--- config.mk ---
export PLATFORM = sky130hd
export DESIGN_NAME = dlsc_top
export DESIGN_NICKNAME = d
export VERILOG_FILES = /design/src/include/dlsc_pkg.sv /design/src/hw/dlsc_serial_port.sv /design/src/hw/dlsc_channel.sv /design/src/hw/dlsc_top.sv
export SDC_FILE = /design/constraint.sdc
export NUM_CORES = 1
export LEC_CHECK = 0
export BUFFER_PORTS_ARGS = -buffer_cell sky130_fd_sc_hd__buf_2
export CAP_MARGIN = 20
export CORE_ASPECT_RATIO = 0.5
export CORE_MARGIN = 2
export CORE_UTILIZATION = 56
export DETAILED_ROUTE_END_ITERATION = 16
export HOLD_SLACK_MARGIN = 0.08
export PLACE_DENSITY = 0.73
export SLEW_MARGIN = 10
export SYNTH_ARGS = -nofsm -noshare
export SYNTH_HDL_FRONTEND = slang
export SYNTH_SLANG_ARGS = --single-unit
--- constraint.sdc ---
create_clock -name clk -period 4.8 [get_ports clk]
set_clock_uncertainty 0.2 [all_clocks]
set_input_delay 0.48 -clock clk [delete_from_list [all_inputs] [get_ports clk]]
set_output_delay 0.48 -clock clk [all_outputs]
set_load 0.005 [all_outputs]
--- src/include/dlsc_pkg.sv ---
// Constants, commands and types for the dual low-side switch controller
package dlsc_pkg;
    localparam int CLK_NS = 8;
    localparam int FILTER_US = 200;
    localparam int OFFDLY_FAST_US = 50;
    localparam int OFFDLY_SLOW_US = 150;
    localparam int WAKE_US = 50;
    localparam int FILTER_CYC = FILTER_US * 1000 / CLK_NS;
    localparam int OFFDLY_FAST_CYC = OFFDLY_FAST_US * 1000 / CLK_NS;
    localparam int OFFDLY_SLOW_CYC = OFFDLY_SLOW_US * 1000 / CLK_NS;
    localparam int WAKE_CYC = WAKE_US * 1000 / CLK_NS;
    localparam int CNT_W = 16;
    localparam int FRAME_BITS = 8;
    localparam logic [2:0] CMD_NONE = 3'h0;
    localparam logic [2:0] CMD_DIAG = 3'h1;
    localparam logic [2:0] CMD_OUTCFG = 3'h2;
    localparam logic [2:0] CMD_IOCFG = 3'h3;
    localparam logic [2:0] CMD_RESET = 3'h4;
    localparam logic [2:0] CMD_SLEEP = 3'h5;
    localparam logic [2:0] CMD_WAKE = 3'h6;
    localparam logic [2:0] CMD_ONOFF = 3'h7;
    localparam int CMD_MSB = 7;
    localparam int CMD_LSB = 5;
    localparam int BIT_OVL2 = 4;
    localparam int BIT_OVL1 = 3;
    localparam int BIT_LATCH = 2;
    localparam int BIT_SLEW2 = 1;
    localparam int BIT_SLEW1 = 0;
    localparam int BIT_STATSPI = 4;
    localparam int BIT_SRC_HI = 3;
    localparam int BIT_SRC_LO = 2;
    localparam int BIT_SENSE_HI = 1;
    localparam int BIT_SENSE_LO = 0;
    localparam int BIT_ON2 = 4;
    localparam int BIT_ON1 = 3;
    localparam logic [1:0] SRC_PAR = 2'h0;
    localparam logic [1:0] SRC_SER = 2'h1;
    localparam logic [1:0] SRC_OR = 2'h2;
    localparam logic [1:0] SRC_AND = 2'h3;
    typedef enum logic [1:0] {
        DLSC_RUN = 2'h0,
        DLSC_SLEEP = 2'h1,
        DLSC_WAKING = 2'h3
    } dlsc_mode_type;
endpackage : dlsc_pkg

--- src/hw/dlsc_serial_port.sv ---
// Serial frame shifter sampled on the system clock
`timescale 1ns/10ps
module dlsc_serial_port
    import dlsc_pkg::*;
(
    input wire logic clk,
    input wire logic rst,
    input wire logic sclkPin,
    input wire logic csPin_n,
    input wire logic siPin,
    input wire logic [7:0] diagWord,
    output logic soData,
    output logic soDrive_n,
    output logic frameValid,
    output logic [7:0] frameData,
    output logic frameStart
);
    typedef struct packed {
        logic [1:0] sclkSync;
        logic [1:0] csSync;
        logic [1:0] siSync;
        logic sclkOld;
        logic csOld;
        logic [7:0] shiftIn;
        logic [7:0] shiftOut;
        logic [3:0] count;
        logic soBit;
        logic valid;
        logic [7:0] data;
    } dlsc_sp_type;
    dlsc_sp_type s_q, s_d;
    logic sclkS, csS, siS;

    assign sclkS = s_q.sclkSync[1];
    assign csS = s_q.csSync[1];
    assign siS = s_q.siSync[1];

    // Synchronise pins, shift on the sampled clock edges
    always_comb begin
        s_d = s_q;
        s_d.sclkSync = {s_q.sclkSync[0], sclkPin};
        s_d.csSync = {s_q.csSync[0], csPin_n};
        s_d.siSync = {s_q.siSync[0], siPin};
        s_d.sclkOld = sclkS;
        s_d.csOld = csS;
        s_d.valid = 1'b0;
        if (s_q.csOld && !csS) begin
            s_d.shiftOut = diagWord;
            s_d.soBit = diagWord[FRAME_BITS-1];
            s_d.count = 4'h0;
        end else if (!csS) begin
            if (s_q.sclkOld && !sclkS) begin
                s_d.shiftIn = {s_q.shiftIn[6:0], siS};
                if (s_q.count != 4'(FRAME_BITS))
                    s_d.count = s_q.count + 4'h1;
            end
            if (!s_q.sclkOld && sclkS && s_q.count != 4'h0) begin
                s_d.shiftOut = {s_q.shiftOut[6:0], 1'b0};
                s_d.soBit = s_q.shiftOut[6];
            end
        end
        if (!s_q.csOld && csS) begin
            s_d.valid = (s_q.count == 4'(FRAME_BITS));
            s_d.data = s_q.shiftIn;
        end
    end

    always_ff @(posedge clk) begin
        if (rst) begin
            s_q <= '{sclkSync: 2'h0, csSync: 2'h3, siSync: 2'h0,
                     sclkOld: 1'b0, csOld: 1'b1, shiftIn: 8'h00,
                     shiftOut: 8'h00, count: 4'h0, soBit: 1'b0,
                     valid: 1'b0, data: 8'h00};
        end else begin
            s_q <= s_d;
        end
    end

    assign soData = s_q.soBit;
    assign soDrive_n = csS;
    assign frameValid = s_q.valid;
    assign frameData = s_q.data;
    assign frameStart = s_q.csOld && !csS;

    a_frame_length: assert property (@(posedge clk) disable iff (rst)
        frameValid |-> $past(s_q.count) == 4'(FRAME_BITS))
        else $error("frame accepted without eight bits");
endmodule : dlsc_serial_port

--- src/hw/dlsc_channel.sv ---
// One output channel: source select, overtemperature and overload logic
`timescale 1ns/10ps
module dlsc_channel
    import dlsc_pkg::*;
(
    input wire logic clk,
    input wire logic rst,
    input wire logic parIn,
    input wire logic serBit,
    input wire logic [1:0] srcSel,
    input wire logic ovlMode,
    input wire logic latchMode,
    input wire logic slowSlew,
    input wire logic chanOverTemp,
    input wire logic limitActive,
    input wire logic forceOff,
    input wire logic clearLatches,
    output logic driveOn,
    output logic otFault,
    output logic ovlFault,
    output logic request
);
    typedef struct packed {
        logic reqOld;
        logic otLatch;
        logic ovlLatch;
        logic ovlReport;
        logic [CNT_W-1:0] limCount;
    } dlsc_ch_type;
    dlsc_ch_type c_q, c_d;
    logic [CNT_W-1:0] offLimit;
    logic rise;
    logic onReq;

    // Requested state from the selected source, both active high
    always_comb begin
        case (srcSel)
            SRC_PAR: request = parIn;
            SRC_SER: request = serBit;
            SRC_OR: request = parIn | serBit;
            SRC_AND: request = parIn & serBit;
            default: request = 1'b0;
        endcase
    end

    assign offLimit = slowSlew ? CNT_W'(OFFDLY_SLOW_CYC)
                               : CNT_W'(OFFDLY_FAST_CYC);
    assign rise = request && !c_q.reqOld;
    // Channel commanded on; its temperature sensor is live only then
    assign onReq = request && !forceOff && !c_q.ovlLatch &&
                   !(c_q.otLatch && latchMode);
    assign driveOn = onReq && !chanOverTemp;

    // Latches and the limiting timer
    always_comb begin
        c_d = c_q;
        c_d.reqOld = request;
        // Clears go first so a fault in the same cycle still latches
        if (clearLatches) begin
            c_d.ovlReport = 1'b0;
            c_d.otLatch = c_q.otLatch & latchMode;
        end
        if (forceOff && clearLatches)
            c_d.ovlLatch = 1'b0;
        if (rise) begin
            c_d.otLatch = 1'b0;
            c_d.ovlLatch = 1'b0;
        end
        if (driveOn && limitActive) begin
            if (c_q.limCount != '1)
                c_d.limCount = c_q.limCount + CNT_W'(1);
        end else begin
            c_d.limCount = '0;
        end
        if (ovlMode) begin
            if (c_q.limCount >= CNT_W'(FILTER_CYC))
                c_d.ovlReport = 1'b1;
        end else if (c_q.limCount >= offLimit) begin
            c_d.ovlLatch = 1'b1;
            c_d.ovlReport = 1'b1;
            c_d.limCount = '0;
        end
        if (chanOverTemp && onReq)
            c_d.otLatch = 1'b1;
        else if (!latchMode && !chanOverTemp && !rise)
            c_d.otLatch = c_d.otLatch & ~request;
    end

    always_ff @(posedge clk) begin
        if (rst) begin
            c_q <= '{reqOld: 1'b0, otLatch: 1'b0, ovlLatch: 1'b0,
                     ovlReport: 1'b0, limCount: '0};
        end else begin
            c_q <= c_d;
        end
    end

    assign otFault = c_q.otLatch;
    assign ovlFault = c_q.ovlReport;

    a_ot_off: assert property (@(posedge clk) disable iff (rst)
        chanOverTemp |-> !driveOn)
        else $error("channel driven during overtemperature");
    a_ot_record: assert property (@(posedge clk) disable iff (rst)
        (chanOverTemp && onReq) |=> c_q.otLatch)
        else $error("overtemperature not recorded");
    a_offdelay_fast: assert property (@(posedge clk) disable iff (rst)
        (!ovlMode && !slowSlew && c_q.limCount >= offLimit)
        |=> c_q.ovlLatch && !driveOn)
        else $error("overload switch-off missing");
    a_latch_hold: assert property (@(posedge clk) disable iff (rst)
        (c_q.ovlLatch && !rise && !(forceOff && clearLatches))
        |=> c_q.ovlLatch)
        else $error("overload latch cleared without rising request");
endmodule : dlsc_channel

--- src/hw/dlsc_top.sv ---
// Dual low-side switch control and protection logic
`timescale 1ns/10ps
module dlsc_top
    import dlsc_pkg::*;
(
    input wire logic clk,
    input wire logic rst,
    input wire logic sclkPin,
    input wire logic csPin_n,
    input wire logic siPin,
    input wire logic parallel_drive_ch1,
    input wire logic parallel_drive_ch2,
    input wire logic [1:0] chanOverTemp,
    input wire logic [1:0] limitActive,
    input wire logic chipOverTemp,
    output logic soData,
    output logic soEnable_n,
    output logic channel1_status_pin,
    output logic channel2_status_pin,
    output logic [1:0] gateOn,
    output logic [1:0] slowSlew,
    output logic [1:0] senseSel,
    output logic sleeping,
    output logic tempWarn
);
    typedef struct packed {
        logic [3:0] parSync;
        logic [3:0] otSync;
        logic [3:0] limSync;
        logic [1:0] warnSync;
        dlsc_mode_type mode;
        logic [CNT_W-1:0] wakeCount;
        logic [1:0] ovlMode;
        logic latchMode;
        logic [1:0] slew;
        logic statusSpi;
        logic [1:0] srcSel;
        logic [1:0] sense;
        logic [1:0] onOff;
        logic badFrame;
        logic [1:0] gate;
        logic [1:0] stat;
        logic warn;
    } dlsc_top_type;
    dlsc_top_type t_q, t_d;
    logic frameValid, frameStart;
    logic [7:0] frameData, diagWord;
    logic [2:0] cmd;
    logic [1:0] parS, otS, limS, drive, otF, ovlF, req;
    logic forceOff, clearDiag, spiDrive_n;

    assign parS = t_q.parSync[3:2];
    assign otS = t_q.otSync[3:2];
    assign limS = t_q.limSync[3:2];
    assign cmd = frameData[CMD_MSB:CMD_LSB];
    assign forceOff = (t_q.mode != DLSC_RUN);
    // Diagnosis cleared after a valid frame other than CMD_NONE, and while asleep or waking
    assign clearDiag = (frameValid && cmd != CMD_NONE) || forceOff;

    // Diagnosis word: warning, frame error, per channel overload and temp
    assign diagWord = forceOff ? 8'h00 :
        {t_q.warn, t_q.badFrame, 2'h0, ovlF[1], otF[1], ovlF[0], otF[0]};

    dlsc_serial_port u_port (
        .clk(clk),
        .rst(rst),
        .sclkPin(sclkPin),
        .csPin_n(csPin_n),
        .siPin(siPin),
        .diagWord(diagWord),
        .soData(soData),
        .soDrive_n(spiDrive_n),
        .frameValid(frameValid),
        .frameData(frameData),
        .frameStart(frameStart)
    );

    genvar g;
    generate
        for (g = 0; g < 2; g++) begin : gCh
            dlsc_channel u_ch (
                .clk(clk),
                .rst(rst),
                .parIn(parS[g]),
                .serBit(t_q.onOff[g]),
                .srcSel(t_q.srcSel),
                .ovlMode(t_q.ovlMode[g]),
                .latchMode(t_q.latchMode),
                .slowSlew(t_q.slew[g]),
                .chanOverTemp(otS[g]),
                .limitActive(limS[g]),
                .forceOff(forceOff),
                .clearLatches(clearDiag),
                .driveOn(drive[g]),
                .otFault(otF[g]),
                .ovlFault(ovlF[g]),
                .request(req[g])
            );
        end
    endgenerate

    // Synchronisers, command decode, mode sequencing
    always_comb begin
        t_d = t_q;
        t_d.parSync = {t_q.parSync[1:0],
                       parallel_drive_ch2, parallel_drive_ch1};
        t_d.otSync = {t_q.otSync[1:0], chanOverTemp};
        t_d.limSync = {t_q.limSync[1:0], limitActive};
        t_d.warnSync = {t_q.warnSync[0], chipOverTemp};
        t_d.warn = t_q.warnSync[1];
        t_d.gate = drive;
        // Status pin mirrors request, inverted on a fault of its own channel
        t_d.stat = req ^ {ovlF[1] | otF[1], ovlF[0] | otF[0]};
        if (t_q.mode == DLSC_WAKING) begin
            if (t_q.wakeCount >= CNT_W'(WAKE_CYC))
                t_d.mode = DLSC_RUN;
            else
                t_d.wakeCount = t_q.wakeCount + CNT_W'(1);
        end
        if (frameStart && t_q.mode == DLSC_RUN)
            t_d.badFrame = 1'b0;
        if (frameValid) begin
            if (t_q.mode == DLSC_SLEEP) begin
                if (cmd == CMD_WAKE) begin
                    t_d.mode = DLSC_WAKING;
                    t_d.wakeCount = '0;
                end
            end else begin
                case (cmd)
                    CMD_OUTCFG: begin
                        t_d.ovlMode = {frameData[BIT_OVL2],
                                       frameData[BIT_OVL1]};
                        t_d.latchMode = frameData[BIT_LATCH];
                        t_d.slew = {frameData[BIT_SLEW2],
                                    frameData[BIT_SLEW1]};
                    end
                    CMD_IOCFG: begin
                        t_d.statusSpi = frameData[BIT_STATSPI];
                        t_d.srcSel = frameData[BIT_SRC_HI:BIT_SRC_LO];
                        t_d.sense = frameData[BIT_SENSE_HI:BIT_SENSE_LO];
                    end
                    CMD_RESET: begin
                        t_d.onOff = 2'h0;
                        t_d.badFrame = 1'b0;
                    end
                    CMD_SLEEP: begin
                        t_d.mode = DLSC_SLEEP;
                        t_d.onOff = 2'h0;
                    end
                    CMD_ONOFF: begin
                        t_d.onOff = {frameData[BIT_ON2],
                                     frameData[BIT_ON1]};
                    end
                    default: begin
                    end
                endcase
            end
        end
        if (t_q.mode != DLSC_RUN)
            t_d.onOff = 2'h0;
    end

    // Register state; power-up leaves outputs off, settings at zero
    always_ff @(posedge clk) begin
        if (rst) begin
            t_q <= '{parSync: 4'h0, otSync: 4'h0, limSync: 4'h0,
                     warnSync: 2'h0, mode: DLSC_RUN, wakeCount: '0,
                     ovlMode: 2'h0, latchMode: 1'b0, slew: 2'h0,
                     statusSpi: 1'b0, srcSel: SRC_PAR, sense: 2'h0,
                     onOff: 2'h0, badFrame: 1'b0, gate: 2'h0,
                     stat: 2'h0, warn: 1'b0};
        end else begin
            t_q <= t_d;
        end
    end

    assign gateOn = t_q.gate;
    assign slowSlew = t_q.slew;
    assign senseSel = t_q.sense;
    assign sleeping = (t_q.mode != DLSC_RUN);
    assign tempWarn = t_q.warn;
    assign soEnable_n = t_q.statusSpi ? spiDrive_n : 1'b1;
    // Pin 1 is fault flag in serial mode, status pin otherwise
    assign channel1_status_pin = t_q.statusSpi ?
        !(|{ovlF, otF}) : t_q.stat[0];
    assign channel2_status_pin = t_q.stat[1];

    a_sleep_off: assert property (@(posedge clk) disable iff (rst)
        sleeping |=> gateOn == 2'h0)
        else $error("output on during sleep");
    a_sleep_clear: assert property (@(posedge clk) disable iff (rst)
        (frameValid && cmd == CMD_SLEEP && !sleeping)
        |=> t_q.onOff == 2'h0 && sleeping)
        else $error("sleep did not clear on/off");
    a_cfg_keep: assert property (@(posedge clk) disable iff (rst)
        (sleeping && !frameValid) |=> $stable(t_q.ovlMode)
        && $stable(t_q.slew) && $stable(t_q.srcSel))
        else $error("configuration lost in sleep");
    a_wake_only: assert property (@(posedge clk) disable iff (rst)
        (t_q.mode == DLSC_SLEEP && !(frameValid && cmd == CMD_WAKE))
        |=> t_q.mode == DLSC_SLEEP)
        else $error("left sleep without wake");
    a_ser_off: assert property (@(posedge clk) disable iff (rst)
        (t_q.mode == DLSC_WAKING) |=> t_q.onOff == 2'h0)
        else $error("serial bits set after wake");
    a_warn_follow: assert property (@(posedge clk) disable iff (rst)
        $rose(t_q.warnSync[1]) |=> tempWarn)
        else $error("warning flag not raised");
    a_onoff_write: assert property (@(posedge clk) disable iff (rst)
        (frameValid && cmd == CMD_ONOFF && !sleeping)
        |=> t_q.onOff == $past({frameData[BIT_ON2], frameData[BIT_ON1]}))
        else $error("on/off latch not written");
endmodule : dlsc_top

Yosys cells after proc, flatten, opt, wreduce, memory -nomap -nowiden
Index checks and enable logic that the tools add are counted.
Storage, ports and cells
  output and inout bits: 12
  word-level logic and storage cells: 197
  bits in registers: 127
  bits of input ports: 12
Cells by class
  reduce and logical (&&, ||, !) cells: 64
  eq/ne operators: 16
  add/subtract/negate cells: 4
  $lt $le $gt $ge: 5
  bitwise gates (word level): 17
  multiplexer cells: 53
Operators by type and width (count)
  2-to-1 mux 16 bit: 8
  2-to-1 mux 18 bit: 4
  adder 16 x 1 -> 16 bit (second input constant): 3
  >= comparator 16 x 15 -> 1 bit (second input constant): 2
  >= comparator 16 bit: 2
  != test 16 bit (second input constant): 2
  2-to-1 mux 31 bit: 1
  2-to-1 mux 15 bit: 2
  logical AND 1 bit: 28
  2-to-1 mux 12 bit: 2
  2-to-1 mux 1 bit: 21
  logical NOT 1 bit: 17
  >= comparator 16 x 13 -> 1 bit (second input constant): 1
  AND reduction 3 bit: 5
  2-to-1 mux 13 bit: 1
  == test 3 bit (second input constant): 4
  2-to-1 mux 2 bit: 5
  2-to-1 mux 5 bit: 2
  2-to-1 mux 4 bit: 2
  2-to-1 mux 8 bit: 1
  case mux 1 bit (4 select lines): 2
  OR reduction 2 bit: 4
  2-to-1 mux 7 bit: 1
  bitwise AND 1 bit: 6
  18 further kinds: 33

Logic depth before layout (Yosys ltp)
  depth after elaboration: 10
  mapped depth: 8

Hierarchy
A second synthesis with hierarchy kept.
Unflattened totals
  cell total of the unflattened synthesis: 669
  area, all modules: 5979.5 um^2
Modules (own cells, without submodules)
  dlsc_channel: times used 2, area an instance 1192.4 um^2, cells each 140, sequential area each 400.4 um^2
  dlsc_top: times used 1, area an instance 2019.4 um^2, cells each 212, sequential area each 1001.0 um^2
  dlsc_serial_port: times used 1, area an instance 1575.3 um^2, cells each 177, sequential area each 740.7 um^2

Worst setup path before layout
No wires, ideal clock.
  kind: reg-to-reg
  from: reg gCh[1].u_ch.c_q[0] (netlist bit)
  to: reg gCh[1].u_ch.c_q[14] (netlist bit)
  data arrival time: 1.976 ns
  setup time: 0.073 ns
  stages on the path, launching flop included: 9
  period minus slack after synthesis: 2.249 ns
  path slack: 2.551 ns
  data required time: 4.527 ns
  path buffers: 1
  path through: dfxtp_1 > inv_1 > ha_1 > or3_1 > a2111oi_0 > nand4b_1 > nand4_4 > buf_6 > nor3_2
On the way
  cells in the longest elaborated chain, start to end: 5
  elaborated cells on any way between the ends: 7
RTL lines
  from (decl): line dlsc_channel.sv:30  | dlsc_ch_type c_q, c_d;
  from (signal assigned): line dlsc_channel.sv:91  | c_q <= '{reqOld: 1'b0, otLatch: 1'b0, ovlLatch: 1'b0,
  adder 16 x 1 -> 16 bit / != test 16 bit (equally long branches): line dlsc_channel.sv:71, dlsc_channel.sv:70
  2-to-1 mux 16 bit: line dlsc_channel.sv:70  | if (c_q.limCount != '1)
  2-to-1 mux 16 bit: line dlsc_channel.sv:69  | if (driveOn && limitActive) begin
  2-to-1 mux 18 bit: line dlsc_channel.sv:78  | end else if (c_q.limCount >= offLimit) begin
  2-to-1 mux 16 bit (*): line dlsc_channel.sv:75  | if (ovlMode) begin
Every way passes the cells marked *; elsewhere a longest branch is shown, timed or not.
A chain may end at the register's enable or synchronous reset.

Worst setup path after layout
  from: reg gCh[1].u_ch.c_q[0] (netlist bit)
  to: reg gCh[1].u_ch.c_q[15] (netlist bit)
Same word-level chain as after synthesis.

==> reports/qor.log <==
qor: synth.synth_top_family_by_area simple AND/OR/NAND/NOR gates
qor: final_layout.register_area 2540 um2
qor: final_layout.layout-drive-gt1-share 0.118
qor: synth.ys_dominant_reg_cell dfxtp_1
qor: clocking.clock_tree.root_cell clkbuf_16
qor: drt.wl_per_cell 14.7 um
qor: place.port_buffers 23
qor: worst_hold_path.min_delay_path_depth 2
qor: clocking.number_of_buffers_added_by_the_clock_tree_synthesis_step 17
qor: timing.timing.final.ws_setup 2.24 ns
qor: place.pre_cts_slack 2.27 ns
qor: clocking.cts_tree done
qor: synth.number_of_enable_type_register_cells_in_the_synthesized_netlist 0
qor: synth.synth_top_cells_by_count 127 x dfxtp_1, 79 x nor2_1, 62 x nand2_1
qor: drt.dr_total_vias 4828
qor: synth.synthSimpleGateAreaFrac 0.277
qor: timing.finalCritPeriodShare 0.533
qor: critical_path.worstReg2RegEnd gCh[1].u_ch.c_q[15]
qor: synth.synth.avg_cell_area 8.71 um2
qor: die.placementRows 26
qor: global_route.maximum_number_of_pins_on_one_net_before_global_route_repair 75
qor: timing.worst_pin_slew 0.944 ns
qor: timing.rsz0062_at_grt no
qor: synth.ys_seq_area_frac 0.436
qor: die.die_width 148 um
qor: synth.most_frequently_used_cell_type_in_the_post_synthesis_netlist dfxtp_1
qor: place.post_dp_cell_area 5950 um2
qor: synth.syn-num-nets 701
qor: worst_hold_path.worstHoldEndpoint u_port.s_d[37]
qor: timing.finalWorstPathRequiredPeriod 2.56 ns
qor: synth.synth-seq-cells 127
qor: synth.synthXorXnorAreaFrac 0.0316
qor: critical_path.worst-endpoint-required 4.93 ns
qor: critical_path.critical_path.endpoint_type register
qor: worst_hold_path.timing.hold.worst.start sclkPin
qor: synth.synth-adder-area-share 0.0429
qor: synth.post-synth-top-area-fraction 0.436
qor: die.start_util 0.574
qor: final_layout.final_core_util 0.650
qor: drt.vias_per_cell 5.78
qor: drt.first_pass_iters 4
qor: worst_hold_path.hold_class primary input to register
qor: critical_path.length_in_cells_of_the_worst_reg_to_reg_path 7
qor: synth.synthMuxAreaShare 0.0206
qor: final_layout.fill_cells 855
qor: synth.syn-instance-count 669
qor: pwr.power_density 358 nW/um2
qor: pwr.post_layout_power 2.36 mW
qor: drt.routed_wl 12300 um
qor: synth.synth.top_cells.by_area dfxtp_1 44%, nor2_1 5.1%, ha_1 4.3%, nand2_1 4.0%, a21oi_1 3.9%
qor: run.maxCapViolations 0
qor: final_layout.finish.net_count 715
qor: timing.final-hold-violation-count 0
qor: drt.drt_iter0_drc 259
qor: pwr.cellLeakagePower 2.34 nW
qor: clocking.clk-insertion-delay-late 0.42 ns
qor: critical_path.critPathBufInv 1
qor: synth.synth.lib_cells_used.distinct 64
qor: drt.ant_nets 0
qor: critical_path.regToRegStartpoint gCh[1].u_ch.c_q[0]
qor: synth.yosys.area.top_type dfxtp_1
qor: clocking.cts.clk_slew.worst_paths 0.06 ns
qor: critical_path.ff2ff_setup_slack 2.24 ns
qor: global_route.grt_usage 0.233
qor: synth.synth_compound_gate_area_share 0.152
qor: clocking.h_tree_levels 4
qor: status.run_status finished, final reports clean
qor: timing.maxSlewViolCount 0
qor: timing.setup_viol 0
qor: timing.max_clock_freq 391 MHz
qor: die.floorplan.core_area 10100 um2
qor: place.gpl_wtd_cong 0.862
qor: critical_path.critical_path_peak_fanout 14
qor: global_route.grt_overflow_total 0
qor: critical_path.critPathSlowestCell dfxtp_1
qor: pwr.max-vdd-ir-drop 289 uV
qor: clocking.clkSinkCount 127
qor: critical_path.setup.worst_path.class register to register
qor: die.die-area 11300 um2
qor: synth.warning_count_from_the_yosys_run 0
qor: global_route.first_global_vias 4521
qor: final_layout.syn2layout_area_growth 13.3%
qor: die.floorplan.die.height 76.1 um
qor: synth.ys_async_sr_fraction 0
qor: place.number_of_placed_cells_counting_well_taps 797
qor: critical_path.cp_cell_sequence inv_1, ha_1, or3_1, a2111oi_0, nand4b_1, nand4_4, a311oi_1
qor: clocking.post-cts-setup-buffer-count 0
qor: critical_path.critical_path.max_stage_delay 0.43 ns
qor: final_layout.post_layout_nonfiller_instances 836
qor: drt.drcViolationCount 0
qor: place.place.detailed.hpwl 7930 um
qor: critical_path.worst-endpoint-arrival 2.69 ns
qor: global_route.wire_length_of_the_first_global_routing_pass 21200 um
qor: clocking.maximum_buffer_depth_of_the_clock_tree 2
qor: timing.timing.slew.headroom 0.366
qor: final_layout.finalInstanceArea 6600 um2
qor: die.ios 24
qor: critical_path.category_of_the_worst_setup_path_launch_point register
qor: final_layout.multi_input_area 3060 um2
qor: timing.hold_slack 0.0912 ns
qor: critical_path.cp_top_family simple AND/OR/NAND/NOR gates
qor: timing.fin_setup_tns 0 ns
qor: global_route.grt_antenna_before_repair 0
qor: synth.synthesized_cell_area 5830 um2
qor: final_layout.antenna_cells_inserted 0
[power by group]
| part | internal, mW | leakage (nW) | switching [mW] | total (mW) |
|---|---|---|---|---|
| Combinational | 0.0167 | 1.03 | 0.0223 | 0.0390 |
| Sequential | 1.06 | 1.03 | 0.00560 | 1.07 |
| Clock | 0.775 | 0.282 | 0.480 | 1.25 |
[worst max path at each step]
stage	start	cells after the start	to
after floorplan	gCh[1].u_ch.c_q[0]	8	gCh[1].u_ch.c_q[14]
after global placement	slowSlew[0]	7	gCh[0].u_ch.c_q[15]
after detailed placement	slowSlew[0]	7	gCh[0].u_ch.c_q[5]
after CTS	slowSlew[0]	7	gCh[0].u_ch.c_q[1]
after global routing	slowSlew[0]	7	gCh[0].u_ch.c_q[1]
final	gCh[1].u_ch.c_q[0]	7	gCh[1].u_ch.c_q[15]
[layer usage]
layer  vias to the layer above  routed length [um]  GRT usage
met4                         0                 131     0.0600
li1                       2406                   -          -
met5                         -                   0          0
met1                      2309                5830      0.299
met2                        98                5700      0.376
met3                        15                 604     0.0808
[placed cells by master, fill, tap and decap left out, types with 10 or more instances in the layout]
| master | instances |
|---|---|
| inv_1 | 14 |
| clkbuf_16 | 17 |
| ha_1 | 20 |
| o21ai_0 | 17 |
| mux2i_1 | 12 |
| nor2b_1 | 34 |
| nand2_1 | 62 |
| buf_2 | 23 |
| dfxtp_1 | 127 |
| nor2_1 | 79 |
| xnor2_1 | 15 |
| a21oi_1 | 45 |
| nor3_1 | 24 |
| nand3_1 | 21 |
| a211oi_1 | 10 |
| and3_1 | 11 |
| a31oi_1 | 17 |
[sequential cells by signal, summed over array words and instances, names as in the netlist, 4 cells and up]
name / cells
t_q: 28
u_port.s_q: 22
u_port.frameData: 8
u_port.s_d: 4
gCh.u_ch.c_q: 36
t_d: 8
[area by class of cell]
cell class / count / share of cell area
clock inverters: 14 / 0.0216
flip-flops and latches: 127 / 0.385
clock buffers: 18 / 0.0665
inverters: 14 / 0.00796
well taps: 140 / 0.0265
repair buffers: 31 / 0.0292
multi-input cells: 492 / 0.463
[repair_timing]
item | CTS | global route
hold endpoints to repair | 7 | 0
resized for setup | 0 | 0
endpoints found under the setup margin | 0 | 0
hold buffers | 7 | 0
[kinds of logic (layout without fill, tap and decap cells)]
logic type	count (synthesis)	count (layout)
fa+ha+maj	20	20
simple gates	304	304
buf+inv	50	77
flops	127	127
compound gates	135	135
xor+xnor	21	21
mux	12	12
No activity file was read; power rests on OpenSTA's default activity.
